**src/design/fpe_pkg.sv**
```systemverilog
// Package for the flash program/erase command sequencer
package fpe_pkg;
    localparam int ADDR_W = 8;
    localparam int DATA_W = 16;
    localparam int BUF_DEPTH = 6;
    localparam int IDX_W = 3;
    // Register offsets
    localparam logic [7:0] OFS_STAT = 8'h00;
    localparam logic [7:0] OFS_IDX = 8'h04;
    localparam logic [7:0] OFS_BUF = 8'h08;
    localparam logic [7:0] OFS_PROT = 8'h0C;
    localparam logic [7:0] OFS_MODE = 8'h10;
    localparam logic [7:0] OFS_SEC = 8'h14;
    // Status bit positions
    localparam int STAT_CCF = 7;
    localparam int STAT_ACC = 5;
    localparam int STAT_PV = 4;
    localparam int STAT_MG1 = 1;
    localparam int STAT_MG0 = 0;
    // Protection bit positions
    localparam int PROT_PLO = 0;
    localparam int PROT_PHI = 1;
    localparam int PROT_D = 2;
    localparam int SECTOR_HALF_BIT = 15;
    // Command codes
    localparam logic [7:0] CMD_ONCE = 8'h07;
    localparam logic [7:0] CMD_EALL = 8'h08;
    localparam logic [7:0] CMD_EBLK = 8'h09;
    localparam logic [7:0] CMD_ESEC = 8'h0A;
    localparam logic [7:0] CMD_UNSEC = 8'h0B;
    // Buffer index expected at launch
    localparam logic [2:0] IDX_ONCE = 3'h5;
    localparam logic [2:0] IDX_ALL = 3'h0;
    localparam logic [2:0] IDX_ADDR = 3'h1;
    localparam logic [15:0] ONCE_MAX = 16'h0007;
    // Block select codes for address bits 17:16
    localparam logic [1:0] BSEL_PF = 2'h3;
    localparam logic [1:0] BSEL_DF = 2'h1;
    localparam logic [4:0] MODE_RST = 5'h1F;
    localparam logic SEC_RST = 1'b1;
    typedef enum logic [2:0] {
        FOP_BLANK, FOP_PROG, FOP_ERASE_ALL, FOP_ERASE_BLK, FOP_ERASE_SEC, FOP_VERIFY
    } fpe_op_t;
endpackage

```
**src/design/fpe_ctrl.sv**
```systemverilog
// Flash program/erase command sequencer with its register port
//
// Local design decisions: the plain strobed port and the register offsets.
`timescale 1ns/1ps
module fpe_ctrl (
    input wire logic I_MCLK,
    input wire logic I_RESET_N,
    input wire logic I_CE,
    input wire logic [fpe_pkg::ADDR_W-1:0] I_ADDR,
    input wire logic [fpe_pkg::DATA_W-1:0] I_WDATA,
    input wire logic I_WR,
    input wire logic I_RD,
    output logic [fpe_pkg::DATA_W-1:0] O_RDATA,
    output logic O_FL_REQ,
    output logic [2:0] O_FL_OP,
    output logic [1:0] O_FL_BSEL,
    output logic [15:0] O_FL_ADDR,
    output logic [63:0] O_FL_DATA,
    input wire logic I_FL_DONE,
    input wire logic I_FL_ERR,
    input wire logic I_FL_NCERR,
    output logic O_PF_READ_INVALID,
    output logic O_SECURE,
    output logic O_CCF
);
    import fpe_pkg::*;

    typedef enum logic [2:0] {S_IDLE, S_CHECK, S_BLANK, S_PROG, S_VERIFY, S_DONE} fpe_state_t;

    fpe_state_t state_ff;
    fpe_state_t nxt_state;
    logic [DATA_W-1:0] cmd_param_buffer [BUF_DEPTH];
    logic [IDX_W-1:0] cmd_buffer_index_ff;
    logic command_complete_flag_ff;
    logic access_error_flag_ff;
    logic protection_violation_flag_ff;
    logic verify_status_1_ff;
    logic verify_status_0_ff;
    logic [2:0] prot_ff;
    logic [4:0] mode_ff;
    logic secure_ff;
    logic [DATA_W-1:0] rdata_ff;
    logic fl_req_ff;
    fpe_op_t fl_op_ff;
    logic [1:0] fl_bsel_ff;
    logic [15:0] fl_addr_ff;
    logic [63:0] fl_data_ff;
    logic pf_invalid_ff;
    logic chk_acc;
    logic chk_pv;
    logic wr_ok;
    logic launch;
    logic issue;
    fpe_op_t issue_op;
    logic [7:0] cmd;
    logic [1:0] bsel;
    logic [15:0] paddr;
    function automatic logic mode_bit(input logic [4:0] m, input logic [7:0] c);
        logic [7:0] k;
        k = c - CMD_ONCE;
        mode_bit = (c >= CMD_ONCE && c <= CMD_UNSEC) ? m[k[2:0]] : 1'b0;
    endfunction
    assign cmd = cmd_param_buffer[0][15:8];
    assign bsel = cmd_param_buffer[0][1:0];
    assign paddr = cmd_param_buffer[1];
    // Writes ignored while a command runs
    assign wr_ok = I_WR && command_complete_flag_ff;
    assign launch = wr_ok && I_ADDR == OFS_STAT && I_WDATA[STAT_CCF]
        && (!access_error_flag_ff || I_WDATA[STAT_ACC])
        && (!protection_violation_flag_ff || I_WDATA[STAT_PV]);

    ////////////////////////////////////////////////////////////////////////
    // Launch-time parameter checks
    always_comb begin
        chk_acc = !mode_bit(mode_ff, cmd);
        chk_pv = 1'b0;
        case (cmd)
            CMD_ONCE: begin
                chk_acc = chk_acc || cmd_buffer_index_ff != IDX_ONCE;
                chk_acc = chk_acc || paddr > ONCE_MAX;
            end
            CMD_EALL, CMD_UNSEC: begin
                chk_acc = chk_acc || cmd_buffer_index_ff != IDX_ALL;
                chk_pv = |prot_ff;
            end
            CMD_EBLK: begin
                chk_acc = chk_acc || cmd_buffer_index_ff != IDX_ADDR;
                chk_acc = chk_acc || (bsel != BSEL_PF && bsel != BSEL_DF);
                chk_acc = chk_acc || (bsel == BSEL_PF && paddr[2:0] != 3'h0);
                chk_acc = chk_acc || (bsel == BSEL_DF && paddr[0]);
                chk_pv = (bsel == BSEL_PF) ? (prot_ff[PROT_PLO] | prot_ff[PROT_PHI])
                    : prot_ff[PROT_D];
            end
            CMD_ESEC: begin
                chk_acc = chk_acc || cmd_buffer_index_ff != IDX_ADDR;
                chk_acc = chk_acc || bsel != BSEL_PF || paddr[2:0] != 3'h0;
                chk_pv = paddr[SECTOR_HALF_BIT] ? prot_ff[PROT_PHI] : prot_ff[PROT_PLO];
            end
            default: chk_acc = 1'b1;
        endcase
    end

    ////////////////////////////////////////////////////////////////////////
    // Sequencer
    always_comb begin
        nxt_state = state_ff;
        issue = 1'b0;
        issue_op = FOP_VERIFY;
        case (state_ff)
            S_IDLE: begin
                if (launch) begin
                    nxt_state = S_CHECK;
                end
            end
            S_CHECK: begin
                if (chk_acc || chk_pv) begin
                    nxt_state = S_DONE;
                end else if (cmd == CMD_ONCE) begin
                    nxt_state = S_BLANK;
                    issue = 1'b1;
                    issue_op = FOP_BLANK;
                end else begin
                    nxt_state = S_PROG;
                    issue = 1'b1;
                    case (cmd)
                        CMD_EBLK: issue_op = FOP_ERASE_BLK;
                        CMD_ESEC: issue_op = FOP_ERASE_SEC;
                        default: issue_op = FOP_ERASE_ALL;
                    endcase
                end
            end
            S_BLANK: begin
                if (I_FL_DONE) begin
                    if (I_FL_ERR) begin
                        nxt_state = S_DONE;
                    end else begin
                        nxt_state = S_PROG;
                        issue = 1'b1;
                        issue_op = FOP_PROG;
                    end
                end
            end
            S_PROG: begin
                if (I_FL_DONE) begin
                    nxt_state = S_VERIFY;
                    issue = 1'b1;
                    issue_op = FOP_VERIFY;
                end
            end
            S_VERIFY: begin
                if (I_FL_DONE) begin
                    nxt_state = S_DONE;
                end
            end
            S_DONE: nxt_state = S_IDLE;
            default: nxt_state = S_IDLE;
        endcase
    end
    always_ff @(posedge I_MCLK or negedge I_RESET_N) begin
        if (!I_RESET_N) begin
            state_ff <= S_IDLE;
        end else if (I_CE) begin
            state_ff <= nxt_state;
        end
    end

    ////////////////////////////////////////////////////////////////////////
    // Flash macro request
    always_ff @(posedge I_MCLK or negedge I_RESET_N) begin
        if (!I_RESET_N) begin
            fl_req_ff <= 1'b0;
            fl_op_ff <= FOP_BLANK;
            fl_bsel_ff <= 2'h0;
            fl_addr_ff <= 16'h0000;
            fl_data_ff <= 64'h0000_0000_0000_0000;
        end else if (I_CE) begin
            fl_req_ff <= issue;
            if (issue) begin
                fl_op_ff <= issue_op;
                fl_bsel_ff <= bsel;
                fl_addr_ff <= paddr;
                fl_data_ff <= {cmd_param_buffer[5], cmd_param_buffer[4],
                               cmd_param_buffer[3], cmd_param_buffer[2]};
            end
        end
    end
    always_ff @(posedge I_MCLK or negedge I_RESET_N) begin
        if (!I_RESET_N) begin
            pf_invalid_ff <= 1'b0;
        end else if (I_CE) begin
            pf_invalid_ff <= nxt_state != S_IDLE && nxt_state != S_CHECK
                && cmd == CMD_ONCE;
        end
    end

    ////////////////////////////////////////////////////////////////////////
    // Status flags
    always_ff @(posedge I_MCLK or negedge I_RESET_N) begin
        if (!I_RESET_N) begin
            command_complete_flag_ff <= 1'b1;
        end else if (I_CE) begin
            if (launch) begin
                command_complete_flag_ff <= 1'b0;
            end else if (state_ff == S_DONE) begin
                command_complete_flag_ff <= 1'b1;
            end
        end
    end
    always_ff @(posedge I_MCLK or negedge I_RESET_N) begin
        if (!I_RESET_N) begin
            access_error_flag_ff <= 1'b0;
        end else if (I_CE) begin
            if (wr_ok && I_ADDR == OFS_STAT && I_WDATA[STAT_ACC]) begin
                access_error_flag_ff <= 1'b0;
            end
            if ((state_ff == S_CHECK && chk_acc) ||
                (state_ff == S_BLANK && I_FL_DONE && I_FL_ERR)) begin
                access_error_flag_ff <= 1'b1;
            end
        end
    end
    always_ff @(posedge I_MCLK or negedge I_RESET_N) begin
        if (!I_RESET_N) begin
            protection_violation_flag_ff <= 1'b0;
        end else if (I_CE) begin
            if (wr_ok && I_ADDR == OFS_STAT && I_WDATA[STAT_PV]) begin
                protection_violation_flag_ff <= 1'b0;
            end
            if (state_ff == S_CHECK && !chk_acc && chk_pv) begin
                protection_violation_flag_ff <= 1'b1;
            end
        end
    end
    always_ff @(posedge I_MCLK or negedge I_RESET_N) begin
        if (!I_RESET_N) begin
            verify_status_1_ff <= 1'b0;
            verify_status_0_ff <= 1'b0;
        end else if (I_CE) begin
            if (launch) begin
                verify_status_1_ff <= 1'b0;
                verify_status_0_ff <= 1'b0;
            end else if (state_ff == S_VERIFY && I_FL_DONE) begin
                verify_status_1_ff <= I_FL_ERR || I_FL_NCERR;
                verify_status_0_ff <= I_FL_NCERR;
            end
        end
    end
    always_ff @(posedge I_MCLK or negedge I_RESET_N) begin
        if (!I_RESET_N) begin
            secure_ff <= SEC_RST;
        end else if (I_CE) begin
            if (state_ff == S_VERIFY && I_FL_DONE && !I_FL_ERR && !I_FL_NCERR
                && (cmd == CMD_EALL || cmd == CMD_UNSEC)) begin
                secure_ff <= 1'b0;
            end
        end
    end

    ////////////////////////////////////////////////////////////////////////
    // Software registers
    always_ff @(posedge I_MCLK or negedge I_RESET_N) begin
        if (!I_RESET_N) begin
            cmd_buffer_index_ff <= 3'h0;
            prot_ff <= 3'h0;
            mode_ff <= MODE_RST;
        end else if (I_CE && wr_ok) begin
            case (I_ADDR)
                OFS_IDX: cmd_buffer_index_ff <= I_WDATA[IDX_W-1:0];
                OFS_PROT: prot_ff <= I_WDATA[2:0];
                OFS_MODE: mode_ff <= I_WDATA[4:0];
                default: ;
            endcase
        end
    end
    always_ff @(posedge I_MCLK or negedge I_RESET_N) begin
        if (!I_RESET_N) begin
            for (int i = 0; i < BUF_DEPTH; i++) begin
                cmd_param_buffer[i] <= 16'h0000;
            end
        end else if (I_CE && wr_ok && I_ADDR == OFS_BUF
                     && cmd_buffer_index_ff < 3'(BUF_DEPTH)) begin
            cmd_param_buffer[cmd_buffer_index_ff] <= I_WDATA;
        end
    end
    always_ff @(posedge I_MCLK or negedge I_RESET_N) begin
        if (!I_RESET_N) begin
            rdata_ff <= 16'h0000;
        end else if (I_CE) begin
            rdata_ff <= 16'h0000;
            if (I_RD) begin
                case (I_ADDR)
                    OFS_STAT: begin
                        rdata_ff[STAT_CCF] <= command_complete_flag_ff;
                        rdata_ff[STAT_ACC] <= access_error_flag_ff;
                        rdata_ff[STAT_PV] <= protection_violation_flag_ff;
                        rdata_ff[STAT_MG1] <= verify_status_1_ff;
                        rdata_ff[STAT_MG0] <= verify_status_0_ff;
                    end
                    OFS_IDX: rdata_ff[IDX_W-1:0] <= cmd_buffer_index_ff;
                    OFS_BUF: begin
                        if (cmd_buffer_index_ff < 3'(BUF_DEPTH)) begin
                            rdata_ff <= cmd_param_buffer[cmd_buffer_index_ff];
                        end
                    end
                    OFS_PROT: rdata_ff[2:0] <= prot_ff;
                    OFS_MODE: rdata_ff[4:0] <= mode_ff;
                    OFS_SEC: rdata_ff[0] <= secure_ff;
                    default: ;
                endcase
            end
        end
    end

    assign O_RDATA = rdata_ff;
    assign O_FL_REQ = fl_req_ff;
    assign O_FL_OP = fl_op_ff;
    assign O_FL_BSEL = fl_bsel_ff;
    assign O_FL_ADDR = fl_addr_ff;
    assign O_FL_DATA = fl_data_ff;
    assign O_PF_READ_INVALID = pf_invalid_ff;
    assign O_SECURE = secure_ff;
    assign O_CCF = command_complete_flag_ff;

    ////////////////////////////////////////////////////////////////////////
    // Checks
    property p_ccf_low_busy;
        @(posedge I_MCLK) disable iff (!I_RESET_N)
        (state_ff == S_BLANK || state_ff == S_PROG || state_ff == S_VERIFY)
            |-> !command_complete_flag_ff;
    endproperty
    a_ccf_low_busy: assert property (p_ccf_low_busy) else $error("flag high while busy");
    property p_launch;
        @(posedge I_MCLK) disable iff (!I_RESET_N)
        I_CE && launch |=> !command_complete_flag_ff && state_ff == S_CHECK;
    endproperty
    a_launch: assert property (p_launch) else $error("launch not taken");
    property p_once_idx;
        @(posedge I_MCLK) disable iff (!I_RESET_N)
        I_CE && state_ff == S_CHECK && cmd == CMD_ONCE && cmd_buffer_index_ff != IDX_ONCE
            |=> access_error_flag_ff && state_ff == S_DONE;
    endproperty
    a_once_idx: assert property (p_once_idx) else $error("bad index not flagged");
    property p_once_range;
        @(posedge I_MCLK) disable iff (!I_RESET_N)
        I_CE && state_ff == S_CHECK && cmd == CMD_ONCE && paddr > ONCE_MAX
            |=> access_error_flag_ff;
    endproperty
    a_once_range: assert property (p_once_range) else $error("bad phrase not flagged");
    property p_not_blank;
        @(posedge I_MCLK) disable iff (!I_RESET_N)
        I_CE && state_ff == S_BLANK && I_FL_DONE && I_FL_ERR
            |=> access_error_flag_ff && !fl_req_ff;
    endproperty
    a_not_blank: assert property (p_not_blank) else $error("reprogram not refused");
    property p_no_op_on_err;
        @(posedge I_MCLK) disable iff (!I_RESET_N)
        I_CE && state_ff == S_CHECK && (chk_acc || chk_pv)
            |=> !fl_req_ff ##1 (command_complete_flag_ff || !$past(I_CE));
    endproperty
    a_no_op_on_err: assert property (p_no_op_on_err) else $error("op after failed check");
    property p_prot_all;
        @(posedge I_MCLK) disable iff (!I_RESET_N)
        I_CE && state_ff == S_CHECK && (cmd == CMD_EALL || cmd == CMD_UNSEC)
            && !chk_acc && |prot_ff |=> protection_violation_flag_ff;
    endproperty
    a_prot_all: assert property (p_prot_all) else $error("protection not flagged");
    property p_sec_kept;
        @(posedge I_MCLK) disable iff (!I_RESET_N)
        I_CE && state_ff == S_VERIFY && I_FL_DONE && I_FL_ERR
            |=> verify_status_1_ff && $stable(secure_ff);
    endproperty
    a_sec_kept: assert property (p_sec_kept) else $error("security changed on fail");
    property p_once_invalid;
        @(posedge I_MCLK) disable iff (!I_RESET_N)
        state_ff == S_PROG && cmd == CMD_ONCE |-> O_PF_READ_INVALID;
    endproperty
    a_once_invalid: assert property (p_once_invalid) else $error("read guard missing");
endmodule // fpe_ctrl

```
**config.mk**
```make
export PLATFORM = sky130hd
export DESIGN_NAME = fpe_ctrl
export DESIGN_NICKNAME = d
export VERILOG_FILES = /design/src/design/fpe_pkg.sv /design/src/design/fpe_ctrl.sv
export SDC_FILE = /design/constraint.sdc
export NUM_CORES = 1
export LEC_CHECK = 0
export ABC_AREA = 1
export BUFFER_PORTS_ARGS = -buffer_cell sky130_fd_sc_hd__buf_4
export CAP_MARGIN = 10
export CORE_ASPECT_RATIO = 0.6
export CORE_MARGIN = 2
export CORE_UTILIZATION = 42
export CTS_BUF_LIST = sky130_fd_sc_hd__clkbuf_16
export CTS_CLUSTER_DIAMETER = 30
export CTS_CLUSTER_SIZE = 40
export DETAILED_ROUTE_END_ITERATION = 8
export PLACE_DENSITY = 0.57
export SLEW_MARGIN = 20
export SYNTH_ARGS = -nofsm -noshare
export SYNTH_HDL_FRONTEND = slang
export SYNTH_SLANG_ARGS = --single-unit
```
**constraint.sdc**
```tcl
create_clock -name I_MCLK -period 4.85 [get_ports I_MCLK]
set_clock_uncertainty 0.2 [all_clocks]
set_input_delay 0.97 -clock I_MCLK [delete_from_list [all_inputs] [get_ports I_MCLK]]
set_output_delay 0.97 -clock I_MCLK [all_outputs]
set_load 0.02 [all_outputs]
```
==> impl_results.md, run 1 <==
- Synth Cell Area: 9760 um2
- Clk Latency, worst-skew pair: 530 ps
- Drt drc: 0
- Layout area overhead: 27.0%
- Fin crit period: 3390 ps
- Inserted Clock Buffers: 39
- I/O pins: 137
- Max-cap violations: 0
- Count of port buffers added during placement: 136
- Initial Util: 0.425
- DRT antenna net count: 0
- Detailed placer's ending HPWL: 23200 um
- Power per cell area: 411 nW/um2
- Worst Setup End Kind: register
- Die width: 201 um
- Status: finished, final reports clean
- Initial antenna violation count: 3
- Crit path kind: register to register
- Clk slew on worst S/H paths: 50 ps
- Final WL: 32900 um
- VDD IR max: 0.219 mV
- TNS Setup: 0 ps
- Htree depth: 2
- Vias per cell: 5.31
- Die height: 122 um
- Post-CTS setup buffers: 0
- Yosys top cell by area: dfrtp_1
- Placed cell area: 11000 um2
- TritonCTS clock tree: built
- Rows: 43
- Distinct cells, synth: 37
- Syn_nets: 1204
- Worst-path fanout max: 83
- Post-synthesis sequential area ratio: 0.562
- Largest net degree at the start of global routing: 102
- Multi-input logic area: 3710 um2
- Top cells by count, synth: nand2_1 (384), dfrtp_1 (212), o21ai_0 (149), nand3_1 (111), nor2_1 (98)
- Syn_area_per_cell: 8.36 um2
- Most frequent cell after synthesis: nand2_1
- WL per Instance: 20.0 um
- Post-CTS sizing: 0
- Hold_ws: 267 ps
- Total gr overflow: 0
- Worst hold-check path type: register to register
- Part of the power in combinational logic: 0.055
- First DRT Iteration DRCs: 908
- Vias in the first global route: 8052
- Slew margin rel.: 0.255
- Gp weighted congestion: 0.914
- Switching Share: 0.246
- Layout cells sized above 1: 0.177
- Sink Count: 219
- First-pass GRT wire length: 50400 um
- Synthesis-stage register bit count: 219
- Synth top area share: 0.544
- RSZ-0062 raised after global routing: no
- Fin area: 12400 um2
- Leakage power: 6.29 nW
- Final Hold Fails: 0
- Largest cells by area after synthesis: dfrtp_1 (54%), nand2_1 (15%), o21ai_0 (7.6%), nand3_1 (5.7%), nor2_1 (3.8%)
- Fill cells: 2210
- Hold bufs inserted after CTS: 0
- Period utilization: 0.699
- Max-slew violations: 0
- Synthesized instance count: 1168
- GRT Total Usage: 0.275
- CP Launch Type: register
- Final nets: 1332
- Root buffer cell: clkbuf_16
- Internal Power: 3.84 mW
- Arrival @ worst endpoint: 3650 ps
- Reg area: 5490 um2
- Core area: 23000 um2
- Async SR Flop Fraction: 1.00
- Slew @ Worst Pin: 1110 ps
- Synth Warn #: 0
- Clk pwr share: 0.574
- Primary FF master, synth: dfrtp_1
- DR pass1 iterations: 5
- Sw Pwr: 1.25 mW
- Final setup violation count: 0
- Req. time, crit path: 5110 ps
- Max Clk Rate: 295 MHz
- Die area: 24500 um2
- Maximum clock insertion buffer count: 3
- Reg power frac: 0.371
- Count of flip-flops with a built-in enable after synthesis: 0
- Total number of vias: 8730
per-layer routing:
metal | vias to the layer above | track usage | part of all wire
met4 | 0 | 0.0593 | 0.013
met3 | 34 | 0.0688 | 0.098
met1 | 4208 | 0.456 | 0.51
met5 | - | 0 | 0
li1 | 4104 | - | -
met2 | 384 | 0.347 | 0.38
flip-flops by register name, summed over array words and instances (netlist names), 3 cells and up:
register and count:
paddr 16, prot_ff 3, cmd_param_buffer 70, O_FL_ADDR 16, O_RDATA 16, state_ff 3
cmd_buffer_index_ff 3, cmd 8, O_FL_DATA 64, mode_ff 5, O_FL_OP 3
logic make-up (layout without fill, tap and decap cells):
group                      after synthesis  count (layout)  synth area share
AOI/OAI and AO/OA                      202             202             0.115
adders and majority gates                4               4           0.00513
and+or+nand+nor                        615             615             0.258
DFF                                    219             219             0.562
buffers and inverters                  127             286            0.0578
xor gates and xnor gates                 1               1          0.000897
other                                    0               1                 0
power by group through the flow:
stage | registers (mW) | clock network [mW] | logic, mW
2_1_floorplan | 1.91 | 0 | 0.141
5_1_grt | 1.89 | 3.04 | 0.314
3_3_place_gp | 1.91 | 0 | 0.278
4_1_cts | 1.88 | 2.96 | 0.278
3_5_place_dp | 1.91 | 0 | 0.278
6_report | 1.89 | 2.92 | 0.281
worst paths after layout:
kind / startpoint / end / slack (ps) / cells past startpoint
max reg2reg: cmd_buffer_index_ff[1] / O_FL_DATA[35] / 1460 / 10
min reg2reg: O_FL_DATA[13] / O_FL_DATA[13] / 270 / 2
min: O_FL_DATA[13] / O_FL_DATA[13] / 270 / 2
max: cmd_buffer_index_ff[1] / O_FL_DATA[35] / 1460 / 10
max in group asynchronous: I_RESET_N / O_FL_DATA[16] / 3310 / 2
min in group asynchronous: I_RESET_N / O_RDATA[3] / 300 / 1
critical path: stages (launching register included):
cell     delay (ps)
dfrtp_1         520
nor3_4          680
nand2_1         200
nand2_1         100
o21ai_1          70
nor2_2          200
nand4_2         180
nand2_2         120
buf_4           610
nand3_1         230
nand2_1         120
final cells by class:
class | count | area share
repair buffers | 151 | 0.0941
well taps | 315 | 0.0318
diodes | 1 | 0.000202
clock inverters | 32 | 0.0320
multi-input cells | 822 | 0.299
inverters | 63 | 0.0191
clock buffers | 40 | 0.0808
flip-flops and latches | 219 | 0.443
layout by cell type (no fill, tap or decap), types with 3 or more instances in the layout:
| cell | synthesis | routed |
|---|---|---|
| ha_1 | 4 | 4 |
| o21ai_1 | 11 | 11 |
| dfstp_2 | 7 | 7 |
| inv_6 | 0 | 8 |
| o2111ai_1 | 14 | 14 |
| nor2_1 | 98 | 98 |
| clkinv_2 | 0 | 5 |
| nand2_1 | 384 | 384 |
| buf_4 | 10 | 148 |
| dfrtp_1 | 212 | 212 |
| inv_1 | 62 | 64 |
| nand3_1 | 111 | 111 |
| clkinvlp_4 | 0 | 3 |
| a21oi_1 | 8 | 8 |
| bufinv_16 | 0 | 7 |
| a22o_1 | 9 | 9 |
| nor3_1 | 7 | 7 |
| o21ai_0 | 149 | 149 |
| clkinv_4 | 0 | 3 |
| clkbuf_16 | 0 | 40 |
| nand4_1 | 5 | 5 |
metrics by stage:
step | util | setup WS (ps) | total power, mW | cells
floorplan | - | 2250 | 2.05 | 1168
global placement | 0.479 | 1530 | 2.19 | 1570
detailed placement | 0.479 | 1490 | 2.19 | 1570
CTS | 0.539 | 1540 | 5.12 | 1642
global route | 0.539 | 1210 | 5.25 | 1642
finish | 0.539 | 1460 | 5.09 | 1643
Note: power is estimated with default switching activity, not from simulation.
==> run 2: changes to the inputs <==
--- a/config.mk
+++ b/config.mk
@@ -5,7 +5,7 @@
 export SDC_FILE = /design/constraint.sdc
 export NUM_CORES = 1
 export LEC_CHECK = 0
-export ABC_AREA = 1
+export ABC_AREA = 0
 export BUFFER_PORTS_ARGS = -buffer_cell sky130_fd_sc_hd__buf_4
 export CAP_MARGIN = 10
 export CORE_ASPECT_RATIO = 0.6
@@ -15,7 +15,7 @@
 export CTS_CLUSTER_DIAMETER = 30
 export CTS_CLUSTER_SIZE = 40
 export DETAILED_ROUTE_END_ITERATION = 8
-export PLACE_DENSITY = 0.57
+export PLACE_DENSITY = 0.6
 export SLEW_MARGIN = 20
 export SYNTH_ARGS = -nofsm -noshare
 export SYNTH_HDL_FRONTEND = slang
==> constraint.sdc (replaced) <==
create_clock -name I_MCLK -period 3.1 [get_ports I_MCLK]
set_clock_uncertainty 0.2 [all_clocks]
set_input_delay 0.62 -clock I_MCLK [delete_from_list [all_inputs] [get_ports I_MCLK]]
set_output_delay 0.62 -clock I_MCLK [all_outputs]
set_load 0.02 [all_outputs]
==> run 2 against run 1 <==
Setup slack worse by 1300 ps. Sequential power grew 57%. Sequential share of layout area fell by 1.5 points. Cell area rose by 3.5%. Die area rose by 3.5%. Via count fell by 21%. Critical path depth is 1 lower. First-iteration DRC count down 40%. Clock-buffer cell count decreased by 3. Maximum frequency grew 14%. Critical endpoint is now O_FL_DATA[53]. Largest cell class unchanged. Largest power group unchanged.
==> impl_results.md, run 2 <==
- First-pass GRT wire length: 45000 um
- Syn_area_per_cell: 13.7 um2
- Total number of vias: 6913
- Non-filler instance count after layout: 1250
- Total gr overflow: 0
- Post-synthesis sequential area ratio: 0.543
- Synth top area share: 0.525
- Worst stage delay on the critical path: 510 ps
- Root buffer cell: clkbuf_16
- Final setup violation count: 0
- Inserted Clock Buffers: 35
- Most common cell after layout, fill and taps aside: dfrtp_1
- Max-slew violations: 0
- Multi-input logic area: 4350 um2
- TNS Setup: 0 ps
- CP Launch Type: register
- Most frequent cell after synthesis: dfrtp_1
- Period utilization: 0.957
- Clk Latency, worst-skew pair: 510 ps
- Top reg by flops: cmd_param_buffer
- Power per cell area: 549 nW/um2
- Core area: 23300 um2
- Final WL: 30000 um
- DRT antenna net count: 0
- Rows: 43
- Leakage power: 6.23 nW
- Die width: 204 um
- Placed cell area: 11700 um2
- Final WS setup: 133 ps
- Req. time, crit path: 3290 ps
- Worst Setup End Kind: register
- Vias per cell: 5.53
- Slew margin rel.: 0.552
- Final Hold Fails: 0
- Fin area: 12800 um2
- Distinct cells, synth: 62
- Crit path kind: register to register
- Max Clk Rate: 337 MHz
- Fin crit period: 2970 ps
- Synthesis-stage register bit count: 219
- N_diodes: 0
- Largest cells by area after synthesis: dfrtp_1 (52%), mux2_2 (16%), mux2_4 (10%), dfstp_2 (1.8%), a22oi_1 (1.6%)
- Power Total: 7.04 mW
- DP Cell Count: 1183
- Layout area overhead: 26.9%
- Vias in the first global route: 6939
- Htree depth: 2
- Initial Util: 0.433
- Maximum clock insertion buffer count: 3
- Worst hold-check path type: primary input to register
- Reg area: 5490 um2
- Syn_nets: 775
- VDD IR max: 0.331 mV
- Largest net degree at the start of global routing: 74
- Count of flip-flops with a built-in enable after synthesis: 0
- Yosys top cell by area: dfrtp_1
- I/O pins: 137
- R2R Setup Slk: 130 ps
- Primary FF master, synth: dfrtp_1
- Clk slew on worst S/H paths: 50 ps
- Critical-path cell list: inv_1 -> ha_1 -> mux4_2 -> o21ai_0 -> o41ai_1 -> and3_1 -> a21o_4 -> buf_12 -> mux2_4
- Initial antenna violation count: 1
- Slew @ Worst Pin: 673 ps
- Fill cells: 1952
- RSZ-0062 raised after global routing: no
- Sink Count: 219
- Max-cap violations: 0
- Arrival @ worst endpoint: 3160 ps
- Synth Warn #: 0
- DR pass1 iterations: 5
- Pre-CTS setup slack: 80.8 ps
- Synthesized instance count: 739
- GRT Total Usage: 0.243
- WL per Instance: 24.0 um
- Max reg flops: 70
- Layout cells sized above 1: 0.490
- Synth Cell Area: 10100 um2
- Drt drc: 0
- Slowest CP cell: mux4_2
- Count of port buffers added during placement: 136
- Gp weighted congestion: 0.891
- Die height: 124 um
- TritonCTS clock tree: built
- Detailed placer's ending HPWL: 21400 um
- Async SR Flop Fraction: 1.00
- First DRT Iteration DRCs: 545
- Most frequent cells in the layout: dfrtp_1 (211), buf_4 (163), mux2_2 (140)
- Final nets: 946
- Top cells by count, synth: dfrtp_1 (212), mux2_2 (140), mux2_4 (69), nand2_1 (34), nor2_1 (31)
- Status: finished, final reports clean
- Worst-path fanout max: 33
- Die area: 25400 um2
run 2: cell types whose count changed after synthesis, sizes merged, moves of 9 or more:
| cell | before | now |
|---|---|---|
| nor2 | 101 | 33 |
| o2bb2ai | 0 | 16 |
| inv | 63 | 12 |
| nand2 | 386 | 34 |
| mux2i | 0 | 15 |
| o2111ai | 14 | 0 |
| o21ai | 160 | 17 |
| clkbuf | 42 | 16 |
| nand3 | 111 | 9 |
| mux2 | 0 | 209 |
| a22o | 9 | 0 |
| a22oi | 1 | 21 |
run 2: cells by family (layout without fill, tap and decap cells):
kind of cell	Yosys count	after routing	share of synthesized area
XOR/XNOR	1	1	0.000866
multiplexers	226	226	0.278
adder cells (fa/ha/maj)	4	4	0.00495
buffers and inverters	53	249	0.0281
AO/OA/AOI/OAI	107	107	0.0765
flip-flops	219	219	0.543
AND/OR/NAND/NOR	129	129	0.0692
run 2: final timing paths:
kind	cells after the start	to	start
max	9	O_FL_DATA[53]	cmd[0]
min	2	verify_status_0_ff	I_FL_NCERR
max reg2reg	9	O_FL_DATA[53]	cmd[0]
min reg2reg	2	O_SECURE	O_SECURE
max in group asynchronous	3	O_FL_DATA[39]	I_RESET_N
min in group asynchronous	2	O_FL_DATA[58]	I_RESET_N
run 2: where the power goes:
group	switching (mW)	internal [mW]
Combinational	0.253	0.146
Sequential	0.0542	2.91
Clock	1.42	2.26
Total	1.72	5.32
run 2: timing repair:
action | CTS | global route
endpoints found under the setup margin | 0 | 72
setup buffers | 0 | 4
gates resized for setup | 0 | 1
hold endpoints to repair | 63 | 0
hold buffers | 1 | 0
run 2: metrics by stage:
stage,util,hold WS (ps)
floorplan,-,124
global placement,0.500,249
detailed placement,0.500,248
CTS,0.548,185
global route,0.549,205
finish,0.549,196
run 2: critical path: cells and delay by family (launching register included):
family,cells,cell delay (ps)
adders and majority gates,1,340
DFF,1,410
and+or+nand+nor,1,200
AOI/OAI and AO/OA,3,500
buffers and inverters,2,320
muxes,2,830
run 2: routing by layer:
layer	global-route usage	share of wire	vias to the layer above
li1	-	-	3089
met1	0.396	0.53	3516
met2	0.306	0.38	257
met3	0.0641	0.073	49
met4	0.0648	0.018	2
met5	0	0.00043	-
run 2: final cells by class:
type / count / area share
flip-flops and latches: 219 / 0.428
inverters: 12 / 0.00351
repair buffers: 175 / 0.113
clock buffers: 37 / 0.0722
multi-input cells: 467 / 0.339
clock inverters: 25 / 0.0140
well taps: 315 / 0.0307
==> run 3: changes to the inputs <==
--- a/config.mk
+++ b/config.mk
@@ -11,7 +11,6 @@
 export CORE_ASPECT_RATIO = 0.6
 export CORE_MARGIN = 2
 export CORE_UTILIZATION = 42
-export CTS_BUF_LIST = sky130_fd_sc_hd__clkbuf_16
 export CTS_CLUSTER_DIAMETER = 30
 export CTS_CLUSTER_SIZE = 40
 export DETAILED_ROUTE_END_ITERATION = 8
==> run 3 against run 2 <==
Sequential cell count is the same. Highest routed layer is now met4. Sequential share of layout area shrank 0.20 points. Combinational power about the same.
==> impl_results.md, run 3 (synthesis results as in run 2) <==
- Status: finished, final reports clean
- Die height: 124 um
- RSZ-0062 raised after global routing: no
- Layout area overhead: 27.5%
- I/O pins: 137
- Fill cells: 1950
- Most common cell after layout, fill and taps aside: dfrtp_1
- Htree depth: 2
- DR pass1 iterations: 4
- First DRT Iteration DRCs: 471
- Drt drc: 0
- Min-Delay Path Depth: 2
- Initial antenna violation count: 0
- Final Hold Fails: 0
- Worst Setup End Kind: register
- Initial Util: 0.433
- Req. time, crit path: 3290 ps
- CP Launch Type: register
- Arrival @ worst endpoint: 3140 ps
- Power per cell area: 559 nW/um2
- Slew margin rel.: 0.565
- Count of port buffers added during placement: 136
- Final setup violation count: 0
- Detailed placer's ending HPWL: 21400 um
- Max-slew violations: 0
- Slew @ Worst Pin: 653 ps
- Root buffer cell: clkbuf_16
- First-pass GRT wire length: 45000 um
- Largest net degree at the start of global routing: 74
- R2R depth: 9
- Clk Latency, worst-skew pair: 510 ps
- Reg area: 5490 um2
- Fin crit period: 2950 ps
- Rows: 43
- Max reg flops: 70
- Worst hold-check path type: primary input to register
- RR Endpoint: O_FL_DATA[53]
- N_diodes: 0
- Slowest CP cell: mux4_2
- Multi-input logic area: 4350 um2
- Critical-path cell list: inv_1 -> ha_1 -> mux4_2 -> o21ai_0 -> o41ai_1 -> and3_1 -> a21o_4 -> buf_12 -> mux2_4
- Final WL: 30000 um
- Crit path kind: register to register
- Core area: 23300 um2
- Total number of vias: 6927
- Top reg by flops: cmd_param_buffer
- Layout cells sized above 1: 0.496
- Most frequent cells in the layout: dfrtp_1 (211), buf_4 (163), mux2_2 (140)
- Total gr overflow: 0
- Die width: 204 um
- Vias per cell: 5.54
- Hold endpoint: verify_status_0_ff
- Max Clk Rate: 339 MHz
- Sink Count: 219
- GRT Total Usage: 0.243
- Inserted Clock Buffers: 35
- Maximum clock insertion buffer count: 3
- Reg2Reg Launch Point: cmd[0]
- Max-cap violations: 0
- Leakage power: 6.25 nW
- Final nets: 946
- Period utilization: 0.951
- WL per Instance: 24.0 um
- R2R Setup Slk: 150 ps
- TNS Setup: 0 ps
- Worst stage delay on the critical path: 510 ps
- Power Total: 7.20 mW
- TritonCTS clock tree: built
- HP Start: I_FL_NCERR
- Clk slew on worst S/H paths: 50 ps
- Vias in the first global route: 6940
- VDD IR max: 0.331 mV
- Gp weighted congestion: 0.891
- DRT antenna net count: 0
- Die area: 25400 um2
- Worst-path fanout max: 33
-- run 3: critical path, delay by kind of cell (launching register included) --
family	cells	cell delay, ps
AOI/OAI and AO/OA	3	500
adders and majority gates	1	340
buffers and inverters	2	310
DFF	1	410
muxes	2	830
and+or+nand+nor	1	200
-- run 3: through the flow --
| stage | worst slack [ps] | instances | hold slack (ps) | instance area (um2) | util |
|---|---|---|---|---|---|
| 2_1_floorplan | 296 | 739 | 124 | 10100 | - |
| 3_3_place_gp | 139 | 1183 | 249 | 11700 | 0.500 |
| 3_5_place_dp | 80.8 | 1183 | 248 | 11700 | 0.500 |
| 4_1_cts | 55.7 | 1246 | 186 | 12900 | 0.551 |
| 5_1_grt | 19.1 | 1250 | 207 | 12900 | 0.552 |
| 6_report | 153 | 1250 | 193 | 12900 | 0.552 |
-- run 3: worst max path at each step --
stage / startpoint / to / slack [ps] / depth (start not counted)
after floorplan: cmd[0] / O_FL_ADDR[0] / 300 / 11
after CTS: cmd[0] / O_FL_DATA[53] / 60 / 9
after global routing: cmd[0] / O_FL_DATA[53] / 20 / 9
final: cmd[0] / O_FL_DATA[53] / 150 / 9
after detailed placement: cmd[0] / O_FL_DATA[53] / 80 / 9
after global placement: paddr[4] / O_FL_BSEL[0] / 140 / 8
-- run 3: layout make-up --
cell class / count / area share
well taps: 315 / 0.0306
multi-input cells: 467 / 0.337
flip-flops and latches: 219 / 0.426
repair buffers: 175 / 0.112
clock buffers: 45 / 0.0788
clock inverters: 17 / 0.0116
inverters: 12 / 0.00349
-- run 3: routing by layer --
layer,wire [um],GRT usage
met1,15800,0.398
met2,11400,0.308
met3,2300,0.0604
met4,489,0.0616
met5,0,0
-- run 3: where the power goes --
group	internal, mW	switching [mW]	total, mW	leakage, nW
logic	0.147	0.253	0.399	2.67
registers	2.91	0.0535	2.96	3.01
clock network	2.42	1.42	3.84	0.566
total	5.47	1.73	7.20	6.25
-- run 3: what timing repair did --
item | CTS | global route
hold buffers | 1 | 0
gates resized for setup | 0 | 1
endpoints found under the hold margin | 63 | 0
setup endpoints to repair | 0 | 72
buffers inserted | 0 | 4
